`src/core/asm_map.vh`:
```
// register offsets, field positions, reset values and counts of the
// alu/status/muldiv block; included by the core, holds definitions only
`ifndef ASM_MAP_VH
`define ASM_MAP_VH
`define ASM_OFF_STATUS 8'h00
`define ASM_OFF_CORE 8'h04
`define ASM_OFF_INTC 8'h08
`define ASM_OFF_CMD 8'h0C
`define ASM_OFF_MEM 8'h10
`define ASM_OFF_RESHI 8'h14
`define ASM_WREG_PAGE 2'h1
`define ASM_RST16 16'h0000
`define ASM_RST32 32'h00000000
`define ASM_ST_C 0
`define ASM_ST_Z 1
`define ASM_ST_OV 2
`define ASM_ST_N 3
`define ASM_ST_RA 4
`define ASM_ST_IPL_LO 5
`define ASM_ST_IPL_HI 7
`define ASM_ST_DC 8
`define ASM_ST_SAB 10
`define ASM_ST_SB 12
`define ASM_ST_SA 13
`define ASM_CORE_PRIORITY_LEVEL_HIGH_BIT 3
`define ASM_INTC_NSTD 15
`define ASM_IPL_MASKED 3'h7
`define ASM_CMD_OP_HI 3
`define ASM_CMD_OP_LO 0
`define ASM_CMD_BYTE 4
`define ASM_CMD_BMEM 5
`define ASM_CMD_DMEM 6
`define ASM_CMD_RA_HI 11
`define ASM_CMD_RA_LO 8
`define ASM_CMD_RB_HI 15
`define ASM_CMD_RB_LO 12
`define ASM_CMD_RD_HI 19
`define ASM_CMD_RD_LO 16
`define ASM_CMD_LIT_HI 24
`define ASM_CMD_LIT_LO 20
`define ASM_CMD_LONG 28
`define ASM_CMD_SGN 29
`define ASM_CMD_MM_HI 30
`define ASM_CMD_MM_LO 28
`define ASM_OP_ADD 4'h0
`define ASM_OP_ADDC 4'h1
`define ASM_OP_SUB 4'h2
`define ASM_OP_SUBB 4'h3
`define ASM_OP_AND 4'h4
`define ASM_OP_IOR 4'h5
`define ASM_OP_XOR 4'h6
`define ASM_OP_SL 4'h7
`define ASM_OP_LSR 4'h8
`define ASM_OP_ASR 4'h9
`define ASM_OP_MUL 4'hA
`define ASM_OP_DIV 4'hB
`define ASM_MM_SS 3'h0
`define ASM_MM_UU 3'h1
`define ASM_MM_SU 3'h2
`define ASM_MM_US 3'h3
`define ASM_MM_SL 3'h4
`define ASM_MM_UL 3'h5
`define ASM_DIV_STEPS 5'h10
`endif

```
`src/core/asm_core.v`:
```
// integer alu, status flags, 17x17 multiplier and iterative divider
// assumes an apb master on pclk and a sequencer driving repeat_active on pclk
//
// Function
// - status bits 7..5 hold the 3-bit cpu priority level 0..7.
// - level is high bit prefixed to field; user irqs blocked if high or 111.
// - priority field ignores writes while nesting disable is 1.
// - status bit 4 reads 1 while a repeat loop runs.
// - negative flag bit 3 set on negative result, else cleared.
// - overflow flag bit 2 set on signed overflow, else cleared.
// - zero flag bit 1 set on zero result; addc and subb only clear it on non-zero, else keep it.
// - carry flag bit 0 set on carry out of the msb.
// - data write changes both saturation flags, directly or by clearing combined.
// - 16-bit two's-complement alu adds, subtracts, shifts and does logic.
// - alu updates zero and negative flags; add and subtract also update carry, overflow and digit carry.
// - for subtraction carry and digit carry mean no borrow.
// - alu operations and the uu multiply run byte or word wide as the command selects.
// - operands and results use working registers or the memory data word.
// - multiply uses one 17x17 signed product for all signedness.
// - modes ss, uu, su, us, signed/unsigned by 5-bit literal, byte uu.
// - divide 32/16 and 16/16, signed and unsigned.
// - quotient goes to working register zero, remainder to one.
// - divisor from any register; long dividend from even/odd pair, odd high.
// - divide takes one cycle per divisor bit for both dividend sizes.
`timescale 1ns/1ns
`include "asm_map.vh"

module asm_core (
    input wire pclk,
    input wire presetn,
    input wire psel,
    input wire penable,
    input wire pwrite,
    input wire [7:0] paddr,
    input wire [31:0] pwdata,
    output reg [31:0] prdata,
    output reg pready,
    output reg pslverr,
    input wire repeat_active,
    output reg user_irq_blocked,
    output reg [3:0] cpu_priority,
    output reg busy
);

localparam [1:0] ST_IDLE = 2'h0;
localparam [1:0] ST_EXEC = 2'h1;
localparam [1:0] ST_DIV = 2'h2;
localparam [1:0] ST_DONE = 2'h3;

reg c_q, z_q, ov_q, n_q, ra_q, dc_q, sa_q, sb_q;
reg [2:0] ipl_q;
reg priority_level_high_bit_q, nstd_q;
reg [31:0] cmd_q;
reg [15:0] mem_q, reshi_q;
reg [15:0] wreg_q [0:15];
reg [1:0] state_q;
reg [15:0] rem_q, quo_q, dvs_q;
reg qneg_q, rneg_q, dovf_q;
reg [4:0] cnt_q;
integer i;

////////////////////////////////////////////////////////////////////////////
// apb decode; zero wait, answer registered at the setup edge
wire setup = psel & ~penable;
wire acc = psel & penable & pready;
wire wr = acc & pwrite & ~pslverr; // the error decided at setup also gates the write
wire aligned = (paddr[1:0] == 2'h0);
wire hit_st = aligned & (paddr == `ASM_OFF_STATUS);
wire hit_core = aligned & (paddr == `ASM_OFF_CORE);
wire hit_intc = aligned & (paddr == `ASM_OFF_INTC);
wire hit_cmd = aligned & (paddr == `ASM_OFF_CMD);
wire hit_mem = aligned & (paddr == `ASM_OFF_MEM);
wire hit_rhi = aligned & (paddr == `ASM_OFF_RESHI);
wire hit_w = aligned & (paddr[7:6] == `ASM_WREG_PAGE);
wire mapped = hit_st | hit_core | hit_intc | hit_cmd | hit_mem | hit_rhi | hit_w;
// operand writes while the engine runs would corrupt it, so they are refused
wire refuse = busy & pwrite & (hit_cmd | hit_mem | hit_w);
wire [3:0] widx = paddr[5:2];

reg [15:0] st_word;
reg [31:0] rd_mux;
always @* begin
    st_word = `ASM_RST16;
    st_word[`ASM_ST_C] = c_q;
    st_word[`ASM_ST_Z] = z_q;
    st_word[`ASM_ST_OV] = ov_q;
    st_word[`ASM_ST_N] = n_q;
    st_word[`ASM_ST_RA] = ra_q;
    st_word[`ASM_ST_IPL_HI:`ASM_ST_IPL_LO] = ipl_q;
    st_word[`ASM_ST_DC] = dc_q;
    st_word[`ASM_ST_SAB] = sa_q | sb_q;
    st_word[`ASM_ST_SB] = sb_q;
    st_word[`ASM_ST_SA] = sa_q;
    rd_mux = `ASM_RST32;
    if (hit_st) begin
        rd_mux[15:0] = st_word;
    end
    if (hit_core) begin
        rd_mux[`ASM_CORE_PRIORITY_LEVEL_HIGH_BIT] = priority_level_high_bit_q;
    end
    if (hit_intc) begin
        rd_mux[`ASM_INTC_NSTD] = nstd_q;
    end
    if (hit_cmd) begin
        rd_mux = cmd_q;
        rd_mux[31] = busy;
    end
    if (hit_mem) begin
        rd_mux[15:0] = mem_q;
    end
    if (hit_rhi) begin
        rd_mux[15:0] = reshi_q;
    end
    if (hit_w) begin
        rd_mux[15:0] = wreg_q[widx];
    end
end

always @(posedge pclk or negedge presetn) begin
    if (!presetn) begin
        pready <= 1'b0;
        pslverr <= 1'b0;
        prdata <= `ASM_RST32;
    end else begin
        pready <= setup;
        pslverr <= setup & (~mapped | refuse);
        prdata <= (setup & ~pwrite) ? rd_mux : `ASM_RST32;
    end
end

////////////////////////////////////////////////////////////////////////////
// command fields and operands
wire [3:0] op = cmd_q[`ASM_CMD_OP_HI:`ASM_CMD_OP_LO];
wire byte_m = cmd_q[`ASM_CMD_BYTE];
wire [3:0] ra = cmd_q[`ASM_CMD_RA_HI:`ASM_CMD_RA_LO];
wire [3:0] rb = cmd_q[`ASM_CMD_RB_HI:`ASM_CMD_RB_LO];
wire [3:0] rd = cmd_q[`ASM_CMD_RD_HI:`ASM_CMD_RD_LO];
wire [4:0] lit = cmd_q[`ASM_CMD_LIT_HI:`ASM_CMD_LIT_LO];
wire [2:0] mm = cmd_q[`ASM_CMD_MM_HI:`ASM_CMD_MM_LO];
wire [15:0] opa = wreg_q[ra];
wire [15:0] opb = cmd_q[`ASM_CMD_BMEM] ? mem_q : wreg_q[rb];
wire [15:0] dold = cmd_q[`ASM_CMD_DMEM] ? mem_q : wreg_q[rd];

////////////////////////////////////////////////////////////////////////////
// alu: add/sub with flags, logic, shifts
reg [15:0] bo, r16, res;
reg cin, is_arith, is_sub, fc, fdc, fov, fn, fz;
reg [16:0] sw;
reg [8:0] sb9;
reg [4:0] nib;
reg [15:0] ax;
always @* begin
    is_sub = (op == `ASM_OP_SUB) | (op == `ASM_OP_SUBB);
    is_arith = (op == `ASM_OP_ADD) | (op == `ASM_OP_ADDC) | is_sub;
    bo = is_sub ? ~opb : opb;
    cin = (op == `ASM_OP_SUB) | (((op == `ASM_OP_ADDC) | (op == `ASM_OP_SUBB)) & c_q);
    sw = {1'b0, opa} + {1'b0, bo} + {16'h0000, cin};
    sb9 = {1'b0, opa[7:0]} + {1'b0, bo[7:0]} + {8'h00, cin};
    nib = {1'b0, opa[3:0]} + {1'b0, bo[3:0]} + {4'h0, cin};
    ax = byte_m ? {{8{opa[7]}}, opa[7:0]} : opa;
    case (op)
        `ASM_OP_ADD, `ASM_OP_ADDC, `ASM_OP_SUB, `ASM_OP_SUBB: r16 = sw[15:0];
        `ASM_OP_AND: r16 = opa & opb;
        `ASM_OP_IOR: r16 = opa | opb;
        `ASM_OP_XOR: r16 = opa ^ opb;
        `ASM_OP_SL: r16 = opa << opb[3:0];
        `ASM_OP_LSR: r16 = (byte_m ? {8'h00, opa[7:0]} : opa) >> opb[3:0];
        `ASM_OP_ASR: r16 = $signed(ax) >>> opb[3:0];
        default: r16 = `ASM_RST16;
    endcase
    // byte results keep the upper byte of the destination
    res = byte_m ? {dold[15:8], r16[7:0]} : r16;
    fn = byte_m ? r16[7] : r16[15];
    fz = byte_m ? (r16[7:0] == 8'h00) : (r16 == `ASM_RST16);
    fc = byte_m ? sb9[8] : sw[16];
    fdc = byte_m ? nib[4] : sb9[8];
    fov = byte_m ? ((opa[7] == bo[7]) & (r16[7] != opa[7])) :
        ((opa[15] == bo[15]) & (r16[15] != opa[15]));
end

////////////////////////////////////////////////////////////////////////////
// multiplier: one signed 17x17 product covers every mode
reg [16:0] mx, my;
reg [33:0] prod;
always @* begin
    case (mm)
        `ASM_MM_SS: begin
            mx = {opa[15], opa};
            my = {opb[15], opb};
        end
        `ASM_MM_SU: begin
            mx = {opa[15], opa};
            my = {1'b0, opb};
        end
        `ASM_MM_US: begin
            mx = {1'b0, opa};
            my = {opb[15], opb};
        end
        `ASM_MM_SL: begin
            mx = {opa[15], opa};
            my = {12'h000, lit};
        end
        `ASM_MM_UL: begin
            mx = {1'b0, opa};
            my = {12'h000, lit};
        end
        default: begin
            mx = byte_m ? {9'h000, opa[7:0]} : {1'b0, opa};
            my = byte_m ? {9'h000, opb[7:0]} : {1'b0, opb};
        end
    endcase
    prod = $signed(mx) * $signed(my);
end

////////////////////////////////////////////////////////////////////////////
// divider set-up: magnitudes and signs
wire dsgn = cmd_q[`ASM_CMD_SGN];
wire [3:0] ra_ev = {ra[3:1], 1'b0};
wire [3:0] ra_od = {ra[3:1], 1'b1};
wire [31:0] dvd = cmd_q[`ASM_CMD_LONG] ? {wreg_q[ra_od], wreg_q[ra_ev]} :
    {(dsgn ? {16{opa[15]}} : 16'h0000), opa};
wire dvd_neg = dsgn & dvd[31];
wire dvs_neg = dsgn & wreg_q[rb][15];
wire [31:0] dvd_mag = dvd_neg ? (32'h00000000 - dvd) : dvd;
wire [15:0] dvs_mag = dvs_neg ? (16'h0000 - wreg_q[rb]) : wreg_q[rb];
wire [16:0] shl = {rem_q, quo_q[15]};
wire [17:0] trial = {1'b0, shl} - {2'h0, dvs_q};
wire [15:0] qout = qneg_q ? (16'h0000 - quo_q) : quo_q;
wire [15:0] rout = rneg_q ? (16'h0000 - rem_q) : rem_q;

////////////////////////////////////////////////////////////////////////////
// sequencer, status register and working registers
always @(posedge pclk or negedge presetn) begin
    if (!presetn) begin
        c_q <= 1'b0;
        z_q <= 1'b0;
        ov_q <= 1'b0;
        n_q <= 1'b0;
        ra_q <= 1'b0;
        dc_q <= 1'b0;
        sa_q <= 1'b0;
        sb_q <= 1'b0;
        ipl_q <= 3'h0;
        priority_level_high_bit_q <= 1'b0;
        nstd_q <= 1'b0;
        cmd_q <= `ASM_RST32;
        mem_q <= `ASM_RST16;
        reshi_q <= `ASM_RST16;
        state_q <= ST_IDLE;
        busy <= 1'b0;
        rem_q <= `ASM_RST16;
        quo_q <= `ASM_RST16;
        dvs_q <= `ASM_RST16;
        qneg_q <= 1'b0;
        rneg_q <= 1'b0;
        dovf_q <= 1'b0;
        cnt_q <= 5'h00;
        user_irq_blocked <= 1'b0;
        cpu_priority <= 4'h0;
        for (i = 0; i < 16; i = i + 1) begin
            wreg_q[i] <= `ASM_RST16;
        end
    end else begin
        ra_q <= repeat_active;
        cpu_priority <= {priority_level_high_bit_q, ipl_q};
        user_irq_blocked <= priority_level_high_bit_q | (ipl_q == `ASM_IPL_MASKED);
        if (wr & hit_st) begin
            c_q <= pwdata[`ASM_ST_C];
            z_q <= pwdata[`ASM_ST_Z];
            ov_q <= pwdata[`ASM_ST_OV];
            n_q <= pwdata[`ASM_ST_N];
            dc_q <= pwdata[`ASM_ST_DC];
            if (!nstd_q) begin
                ipl_q <= pwdata[`ASM_ST_IPL_HI:`ASM_ST_IPL_LO];
            end
            // a zero in the combined bit clears both, else both take the data
            sa_q <= pwdata[`ASM_ST_SA] & pwdata[`ASM_ST_SAB];
            sb_q <= pwdata[`ASM_ST_SB] & pwdata[`ASM_ST_SAB];
        end
        if (wr & hit_core) begin
            priority_level_high_bit_q <= pwdata[`ASM_CORE_PRIORITY_LEVEL_HIGH_BIT];
        end
        if (wr & hit_intc) begin
            nstd_q <= pwdata[`ASM_INTC_NSTD];
        end
        if (wr & ~refuse & hit_mem) begin
            mem_q <= pwdata[15:0];
        end
        if (wr & ~refuse & hit_w) begin
            wreg_q[widx] <= pwdata[15:0];
        end
        if (wr & ~refuse & hit_cmd) begin
            cmd_q <= pwdata;
            state_q <= ST_EXEC;
            busy <= 1'b1;
        end
        case (state_q)
            ST_IDLE: begin
            end
            ST_EXEC: begin
                if (op == `ASM_OP_DIV) begin
                    rem_q <= dvd_mag[31:16];
                    quo_q <= dvd_mag[15:0];
                    dvs_q <= dvs_mag;
                    qneg_q <= dvd_neg ^ dvs_neg;
                    rneg_q <= dvd_neg;
                    dovf_q <= (dvd_mag[31:16] >= dvs_mag);
                    cnt_q <= `ASM_DIV_STEPS;
                    state_q <= ST_DIV;
                end else if (op == `ASM_OP_MUL) begin
                    if (cmd_q[`ASM_CMD_DMEM]) begin
                        mem_q <= prod[15:0];
                    end else begin
                        wreg_q[rd] <= prod[15:0];
                    end
                    reshi_q <= prod[31:16];
                    state_q <= ST_IDLE;
                    busy <= 1'b0;
                end else begin
                    if (cmd_q[`ASM_CMD_DMEM]) begin
                        mem_q <= res;
                    end else begin
                        wreg_q[rd] <= res;
                    end
                    n_q <= fn;
                    if ((op == `ASM_OP_ADDC) | (op == `ASM_OP_SUBB)) begin
                        z_q <= z_q & fz;
                    end else begin
                        z_q <= fz;
                    end
                    if (is_arith) begin
                        c_q <= fc;
                        dc_q <= fdc;
                        ov_q <= fov;
                    end
                    state_q <= ST_IDLE;
                    busy <= 1'b0;
                end
            end
            ST_DIV: begin
                // restoring step, one quotient bit per cycle
                if (!trial[17]) begin
                    rem_q <= trial[15:0];
                    quo_q <= {quo_q[14:0], 1'b1};
                end else begin
                    rem_q <= shl[15:0];
                    quo_q <= {quo_q[14:0], 1'b0};
                end
                cnt_q <= cnt_q - 5'h01;
                if (cnt_q == 5'h01) begin
                    state_q <= ST_DONE;
                end
            end
            ST_DONE: begin
                wreg_q[0] <= qout;
                wreg_q[1] <= rout;
                n_q <= qout[15];
                z_q <= (qout == `ASM_RST16);
                ov_q <= dovf_q;
                state_q <= ST_IDLE;
                busy <= 1'b0;
            end
            default: begin
                state_q <= ST_IDLE;
                busy <= 1'b0;
            end
        endcase
    end
end

endmodule // asm_core

```
`config.mk`:
```
export PLATFORM = sky130hd
export DESIGN_NAME = asm_core
export DESIGN_NICKNAME = d
export VERILOG_FILES = /design/src/core/asm_core.v
export VERILOG_INCLUDE_DIRS = /design/src /design/src/core
export SDC_FILE = /design/constraint.sdc
export NUM_CORES = 2
export LEC_CHECK = 0
export BUFFER_PORTS_ARGS = -buffer_cell sky130_fd_sc_hd__buf_2
export CAP_MARGIN = 5
export CORE_ASPECT_RATIO = 1.4
export CORE_MARGIN = 5
export CORE_UTILIZATION = 25
export DETAILED_ROUTE_END_ITERATION = 12
export SYNTH_ARGS = -nofsm -noshare
export SYNTH_HDL_FRONTEND = slang
export SYNTH_SLANG_ARGS = --single-unit
export TNS_END_PERCENT = 5
```
`constraint.sdc`:
```
create_clock -name pclk -period 8.15 [get_ports pclk]
set_input_delay 0.4075 -clock pclk [delete_from_list [all_inputs] [get_ports pclk]]
set_output_delay 0.4075 -clock pclk [all_outputs]
set_load 0.02 [all_outputs]
```
Word level (Yosys, flattened, before mapping). Cells that the tools add are included.

Flip-flop bits (word level): 430. Input bits: 46. Output and inout port bits: 40. Word-level logic and storage cells: 291.

Add/sub/neg operators: 12. Multiply operators: 1. Magnitude comparators: 9. Eq/ne operators: 31. Shift-type cells: 3. Multiplexer cells: 107. Bitwise operators: 65. Reductions and logical operators: 19.

Operator list (number): 256-bit two-way mux (5); 256-bit bitwise mux (3); 16-bit two-way mux (38); 16-bit binary-select mux with 4-bit select (6); 224-bit two-way mux (1); 16-bit demux with 4-bit select (2); 32-bit two-way mux (4); 16-bit case mux with 7 select lines (1); 16-bit case mux with 2 select lines (2); 32-bit case mux with 2 select lines (1); 17-bit case mux with 3 select lines (1); 1-bit by 16-bit subtractor with 16-bit output, first input constant (3); 17-bit case mux with 2 select lines (1); 16-bit zero test (2); 17-bit by 17-bit multiplier with 32-bit output (1); 1-bit by 32-bit subtractor with 32-bit output, first input constant (1); 1-bit AND (31); 1-bit two-way mux (31); 5-bit greater-or-equal comparator, second input constant (6); 4-bit NOT with 5-bit output (6); 17-bit by 16-bit subtractor with 18-bit output (1); 16-bit by 16-bit adder with 17-bit output (1); 17-bit by 1-bit adder with 17-bit output (1); 16-bit AND (1); 48 further kinds (97).

Logic depth before layout (Yosys ltp).
Depth in word-level cells: 17. Depth in mapped cells: 37. Depth with buffers taken out: 30.

Worst setup path before layout. Ideal clock, no wire load.

Kind: register to register. Start point: register cmd_q[12]. End point: register reshi_q[13]. Setup time: 135 ps. Arrival: 8837 ps. Slack: -822 ps. Cell stages (with the launch flop): 34. Path buffers: 5. Clock period less this slack: 8972 ps. Cell sequence: dfrtp_1 -> buf_2 -> buf_2 -> buf_2 -> buf_2 -> mux4_2 -> mux4_2 -> mux2_2 -> mux2i_1 -> clkbuf_1 -> nor2_1 -> fa_1 -> inv_1 -> fa_1 -> inv_1 -> ha_1 -> fa_1 -> fa_1 -> inv_1 -> fa_1 -> inv_1 -> ha_1 -> or2_2 -> a21o_1 -> a21oi_1 -> a21oi_1 -> a41oi_1 -> a31oi_1 -> o41ai_1 -> o31a_1 -> nand2b_1 -> a21oi_1 -> xor2_1 -> o21ai_0.

Word-level cells in the longest chain between the ends: 8.

RTL lines: from (decl) (RTL line asm_core.v:53) `reg [31:0] cmd_q;`; from (signal assigned) (RTL line asm_core.v:246) `` cmd_q <= `ASM_RST32; ``; from (signal assigned) (RTL line asm_core.v:293) `cmd_q <= pwdata;`; 4-bit NOT with 5-bit output (implied by the code) * (RTL line asm_core.v:141) `` wire [15:0] opb = cmd_q[`ASM_CMD_BMEM] ? mem_q : wreg_q[rb]; ``; 16-bit binary-select mux with 4-bit select * (RTL line asm_core.v:141); 16-bit two-way mux (implied by the code) * (2 in series) (RTL line asm_core.v:141); 16-bit two-way mux * (RTL line asm_core.v:141); 16-bit two-way mux (RTL line asm_core.v:209) `my = byte_m ? {9'h000, opb[7:0]} : {1'b0, opb};`; 17-bit case mux with 3 select lines * (RTL line asm_core.v:186) `case (mm)`; 17-bit by 17-bit multiplier with 32-bit output * (RTL line asm_core.v:212) `prod = $signed(mx) * $signed(my);`; to (signal assigned) (RTL line asm_core.v:248) `` reshi_q <= `ASM_RST16; ``; to (signal assigned) (RTL line asm_core.v:316) `reshi_q <= prod[31:16];`; to (decl) (RTL line asm_core.v:54) `reg [15:0] mem_q, reshi_q;`.

Mark *: on every way between the ends. The rest lies on a longest branch, timed or not. The select of a mux whose other input is x is not followed. A chain may end at the register's enable or synchronous reset.

Worst setup path after layout.
Start point: register cmd_q[12]. End point: register reshi_q[15].

The elaborated chain is that of the path after synthesis.

==> impl_metrics.xml <==
<?xml version="1.0" encoding="UTF-8"?>
<metrics>
  <group name="clocking">
    <metric name="tritoncts" unit="">yes</metric>
    <metric name="cts.root.buffer_cell" unit="">clkbuf_16</metric>
    <metric name="clk-insertion-delay-late" unit="ns">0.73</metric>
    <metric name="clockBufferDepth" unit="">3</metric>
    <metric name="path_clk_slew" unit="ns">0.07</metric>
    <metric name="clock_buffer_count_from_cts" unit="">56</metric>
    <metric name="htree_levels" unit="">2</metric>
    <metric name="cts_num_sinks" unit="">430</metric>
  </group>
  <group name="timing">
    <metric name="finalHoldViolCount" unit="">0</metric>
    <metric name="timing.clock.skew" unit="ns">0.05688</metric>
    <metric name="fin_crit_sh" unit="%">101.1</metric>
    <metric name="rsz_0062_raised_after_global_routing" unit="">true</metric>
    <metric name="period_needed" unit="ns">8.239</metric>
    <metric name="worst_pin_slew" unit="ns">1.442</metric>
    <metric name="finalSetupViolations" unit="">5</metric>
    <metric name="slew-limit-headroom" unit="%">3.859</metric>
    <metric name="clock.fmax" unit="GHz">0.1214</metric>
    <metric name="drv_slew" unit="">0</metric>
    <metric name="final_worst_path_setup_slack" unit="ns">-0.08895</metric>
  </group>
  <group name="synth">
    <metric name="ys_dominant_reg_cell" unit="">dfrtp_1</metric>
    <metric name="yosys.cell_types.count" unit="">104</metric>
    <metric name="synth.cell_area" unit="µm²">48190</metric>
    <metric name="number_of_enable_type_register_cells_in_the_synthesized_netlist" unit="">0</metric>
    <metric name="ys_async_sr_fraction" unit="%">100.0</metric>
    <metric name="synth.avg_cell_area" unit="µm²">9.311</metric>
    <metric name="syn-instance-count" unit="">5176</metric>
    <metric name="synth_seq_cells" unit="">430</metric>
    <metric name="mappedNetlistNets" unit="">5676</metric>
    <metric name="fraction_of_the_yosys_area_taken_by_sequential_cells" unit="%">22.33</metric>
    <metric name="yosysWarningCount" unit="">0</metric>
  </group>
  <group name="placed_design">
    <metric name="finalWeightedCongestion" unit="">1.036</metric>
    <metric name="placement.cell_area" unit="µm²">54920</metric>
    <metric name="place.detailed.hpwl" unit="µm">193700</metric>
    <metric name="io_buffers" unit="">84</metric>
  </group>
  <group name="worst_setup_path">
    <metric name="critical_path.startpoint" unit="">cmd_q[12]$_DFFE_PN0P_</metric>
    <metric name="worst_path_max_delay_cell" unit="">mux4_2</metric>
    <metric name="cp-start-kind" unit="">register</metric>
    <metric name="setup.worst_path.end" unit="">reshi_q[15]$_DFFE_PN0P_</metric>
    <metric name="crit-reg2reg-capture" unit="">reshi_q[15]$_DFFE_PN0P_</metric>
    <metric name="setup.worst_path.class" unit="">reg -&gt; reg</metric>
    <metric name="r2r_start" unit="">cmd_q[12]$_DFFE_PN0P_</metric>
    <metric name="timing.critical_path.max_delay_family" unit="">adder cells</metric>
    <metric name="crit_required" unit="ns">8.71</metric>
    <metric name="reg2reg_depth" unit="">33</metric>
    <metric name="critical_path_arrival" unit="ns">8.80</metric>
    <metric name="wp_buf_inv" unit="">10</metric>
    <metric name="cp_slowest_stage_delay" unit="ns">0.65</metric>
    <metric name="critical_path_depth" unit="">33</metric>
    <metric name="critPathMaxFanout" unit="">9</metric>
    <metric name="crit_path_end_kind" unit="">register</metric>
    <metric name="setup.reg_to_reg.worst_slack" unit="ns">-0.09</metric>
  </group>
  <group name="die">
    <metric name="chipWidth" unit="µm">381.1</metric>
    <metric name="die-area" unit="µm²">201800</metric>
    <metric name="io-pin-count" unit="">86</metric>
    <metric name="dieHeight" unit="µm">529.5</metric>
    <metric name="initial_utilization" unit="%">25.15</metric>
    <metric name="floorplan.rows" unit="">190</metric>
    <metric name="fp.coreArea" unit="µm²">191600</metric>
  </group>
  <group name="final_layout">
    <metric name="final_area" unit="µm²">57780</metric>
    <metric name="postLayoutCoreUtil" unit="%">30.15</metric>
    <metric name="fill_cells" unit="">19920</metric>
    <metric name="flow.area_growth_from_synthesis" unit="%">19.88</metric>
    <metric name="layout-drive-gt1-share" unit="%">23.86</metric>
    <metric name="finish.net_count" unit="">6021</metric>
    <metric name="multiInputGateArea" unit="µm²">34740</metric>
    <metric name="seq_area" unit="µm²">10780</metric>
  </group>
  <group name="outcome">
    <metric name="violations" unit="">setup timing</metric>
    <metric name="outcome" unit="">finished, violations left</metric>
  </group>
  <group name="detailed_routing">
    <metric name="drt_first_iter_violations" unit="">6348</metric>
    <metric name="route.detailed.drc" unit="">0</metric>
    <metric name="final_wirelength" unit="µm">256000</metric>
    <metric name="routed_wire_length_per_instance" unit="µm">31.70</metric>
    <metric name="antenna_left" unit="">0</metric>
    <metric name="post_drt_via_cell_ratio" unit="">5.997</metric>
    <metric name="via_count" unit="">48420</metric>
    <metric name="drt_first_pass_iters" unit="">9</metric>
  </group>
  <group name="global_route">
    <metric name="grt_util_all_layers" unit="%">24.50</metric>
    <metric name="antenna_found_initial" unit="">24</metric>
    <metric name="first_global_vias" unit="">48770</metric>
    <metric name="grt_max_degree" unit="">139</metric>
    <metric name="grt_remaining_overflow" unit="">0</metric>
    <metric name="grt_pass1_wl" unit="µm">358700</metric>
  </group>
  <group name="worst_hold_path">
    <metric name="holdCritPathClass" unit="">in -&gt; reg</metric>
  </group>
  <group name="power">
    <metric name="pwr_density_cell" unit="nW/µm²">168.2</metric>
    <metric name="leakage" unit="nW">22.41</metric>
    <metric name="power.ir.vdd_worst" unit="µV">210.1</metric>
  </group>
  <group name="job">
    <metric name="max_capacitance_violation_count" unit="">0</metric>
  </group>
</metrics>
-- worst min-delay path: cells and delay by family --
kind / cells / cell delay [ns]
buf+inv: 1 / 0.10
simple gates: 2 / 0.28
-- registers in the layout, summed over array words and instances, names as in the netlist, 2 cells and up --
| name | count |
|---|---|
| rem_q | 16 |
| cpu_priority | 4 |
| cmd_q | 31 |
| quo_q | 16 |
| mem_q | 16 |
| wreg_q | 256 |
| prdata | 32 |
| cnt_q | 5 |
| reshi_q | 16 |
| ipl_q | 3 |
| state_q | 2 |
| dvs_q | 16 |
-- placed cells by master (no fill, tap or decap), drive strengths merged, types with 62 or more instances in the layout --
| cell type | netlist | layout |
|---|---|---|
| mux2i | 287 | 287 |
| nand2 | 463 | 463 |
| dfrtp | 430 | 430 |
| xnor2 | 101 | 101 |
| a221o | 115 | 115 |
| buf | 123 | 708 |
| o221ai | 194 | 194 |
| nand2b | 64 | 64 |
| ha | 169 | 169 |
| a21oi | 271 | 271 |
| nand3 | 77 | 77 |
| fa | 285 | 285 |
| mux2 | 71 | 71 |
| nor2 | 437 | 437 |
| inv | 404 | 406 |
| mux4 | 273 | 273 |
| o21ai | 350 | 350 |
| or3 | 62 | 62 |
| nor3 | 94 | 94 |
| clkbuf | 315 | 80 |
-- logic make-up (layout without fill, tap and decap cells) --
group           count (synthesis)  after routing  share of synthesized area, %
buf+inv                       850           1239                         7.082
compound gates               1278           1278                         18.14
simple gates                 1390           1390                         13.19
mux                           631            631                         20.44
flops                         430            430                         22.33
other cells                     0             12                             0
xor+xnor                      143            143                         2.599
fa+ha+maj                     454            454                         16.23
-- metrics by stage --
step                      setup slack, ns  hold slack (ns)  TNS (ns)  power (mW)  instances
after floorplan                   0.01771           0.1119         0       4.660       5176
final                            -0.08895           0.1160   -0.2662       9.717       8073
after CTS                        0.003195           0.1066         0       9.458       8044
after global placement            -0.5422           0.4325    -10.55       6.656       7914
after detailed placement          -0.6037           0.4431    -12.28       6.685       7914
after global routing              -0.2759           0.1415    -1.498       10.05       8061
-- where the power goes --
| part | internal [mW] | switching (mW) |
|---|---|---|
| Clock | 1.50 | 1.17 |
| Combinational | 1.76 | 2.65 |
| Sequential | 2.33 | 0.314 |
-- layer usage --
| layer | routed length [µm] | GRT usage (%) |
|---|---|---|
| met5 | 163 | 0.2612 |
| met4 | 32870 | 24.27 |
| met3 | 27130 | 7.615 |
| met2 | 112500 | 38.70 |
| met1 | 83290 | 25.49 |
-- what timing repair did --
action | in CTS | in global routing
hold buffers | 18 | 0
pin swaps | 14 | 39
cloned | 1 | 0
endpoints found under the setup margin | 39 | 39
buffers inserted | 10 | 18
hold endpoints to repair | 85 | 0
resized for setup | 52 | 66
-- cells in the mapped netlist, types with 38 or more instances --
| cell | instances | area [µm²] |
|---|---|---|
| nand2_1 | 461 | 1730 |
| nor2_1 | 435 | 1633 |
| dfrtp_1 | 430 | 10760 |
| inv_1 | 396 | 1486 |
| o21ai_0 | 337 | 1687 |
| clkbuf_1 | 314 | 1179 |
| fa_1 | 285 | 5705 |
| mux2i_1 | 285 | 2853 |
| mux4_2 | 269 | 6058 |
| a21oi_1 | 267 | 1336 |
| o221ai_1 | 194 | 1699 |
| ha_1 | 169 | 2115 |
| a221o_1 | 115 | 1151 |
| xnor2_1 | 101 | 884.6 |
| nor3_1 | 92 | 460.4 |
| nand3_1 | 77 | 385.4 |
| mux2_2 | 71 | 799.5 |
| nand2b_1 | 64 | 400.4 |
| or3_1 | 62 | 387.9 |
| and2_1 | 53 | 331.6 |
| buf_1 | 47 | 176.4 |
| a22oi_1 | 46 | 345.3 |
| buf_2 | 45 | 225.2 |
| xor2_1 | 42 | 367.9 |
| a31oi_1 | 40 | 250.2 |
| nor2b_1 | 38 | 237.7 |
-- how the worst min path moves through the flow --
stage	slack [ns]	startpoint	end	depth (start not counted)
final	0.12	psel	pslverr$_DFF_PN0_	3
after floorplan	0.11	presetn	busy$_DFF_PN0_	0
after CTS	0.11	psel	pslverr$_DFF_PN0_	3
after global placement	0.43	ipl_q[2]$_DFFE_PN0P_	cpu_priority[2]$_DFF_PN0_	0
after global routing	0.14	pwdata[28]	cmd_q[28]$_DFFE_PN0P_	3
after detailed placement	0.44	ipl_q[2]$_DFFE_PN0P_	cpu_priority[2]$_DFF_PN0_	0
-- area by class of cell --
cell class	instances	area share (%)
multi-input combinational	3896	60.14
clock inverter	22	0.3747
sequential	430	18.66
timing repair buffer	726	9.836
clock buffer	80	2.861
antenna	12	0.05198
tap	2496	5.405
inverter	411	2.675
(Power assumes the default switching activity.)
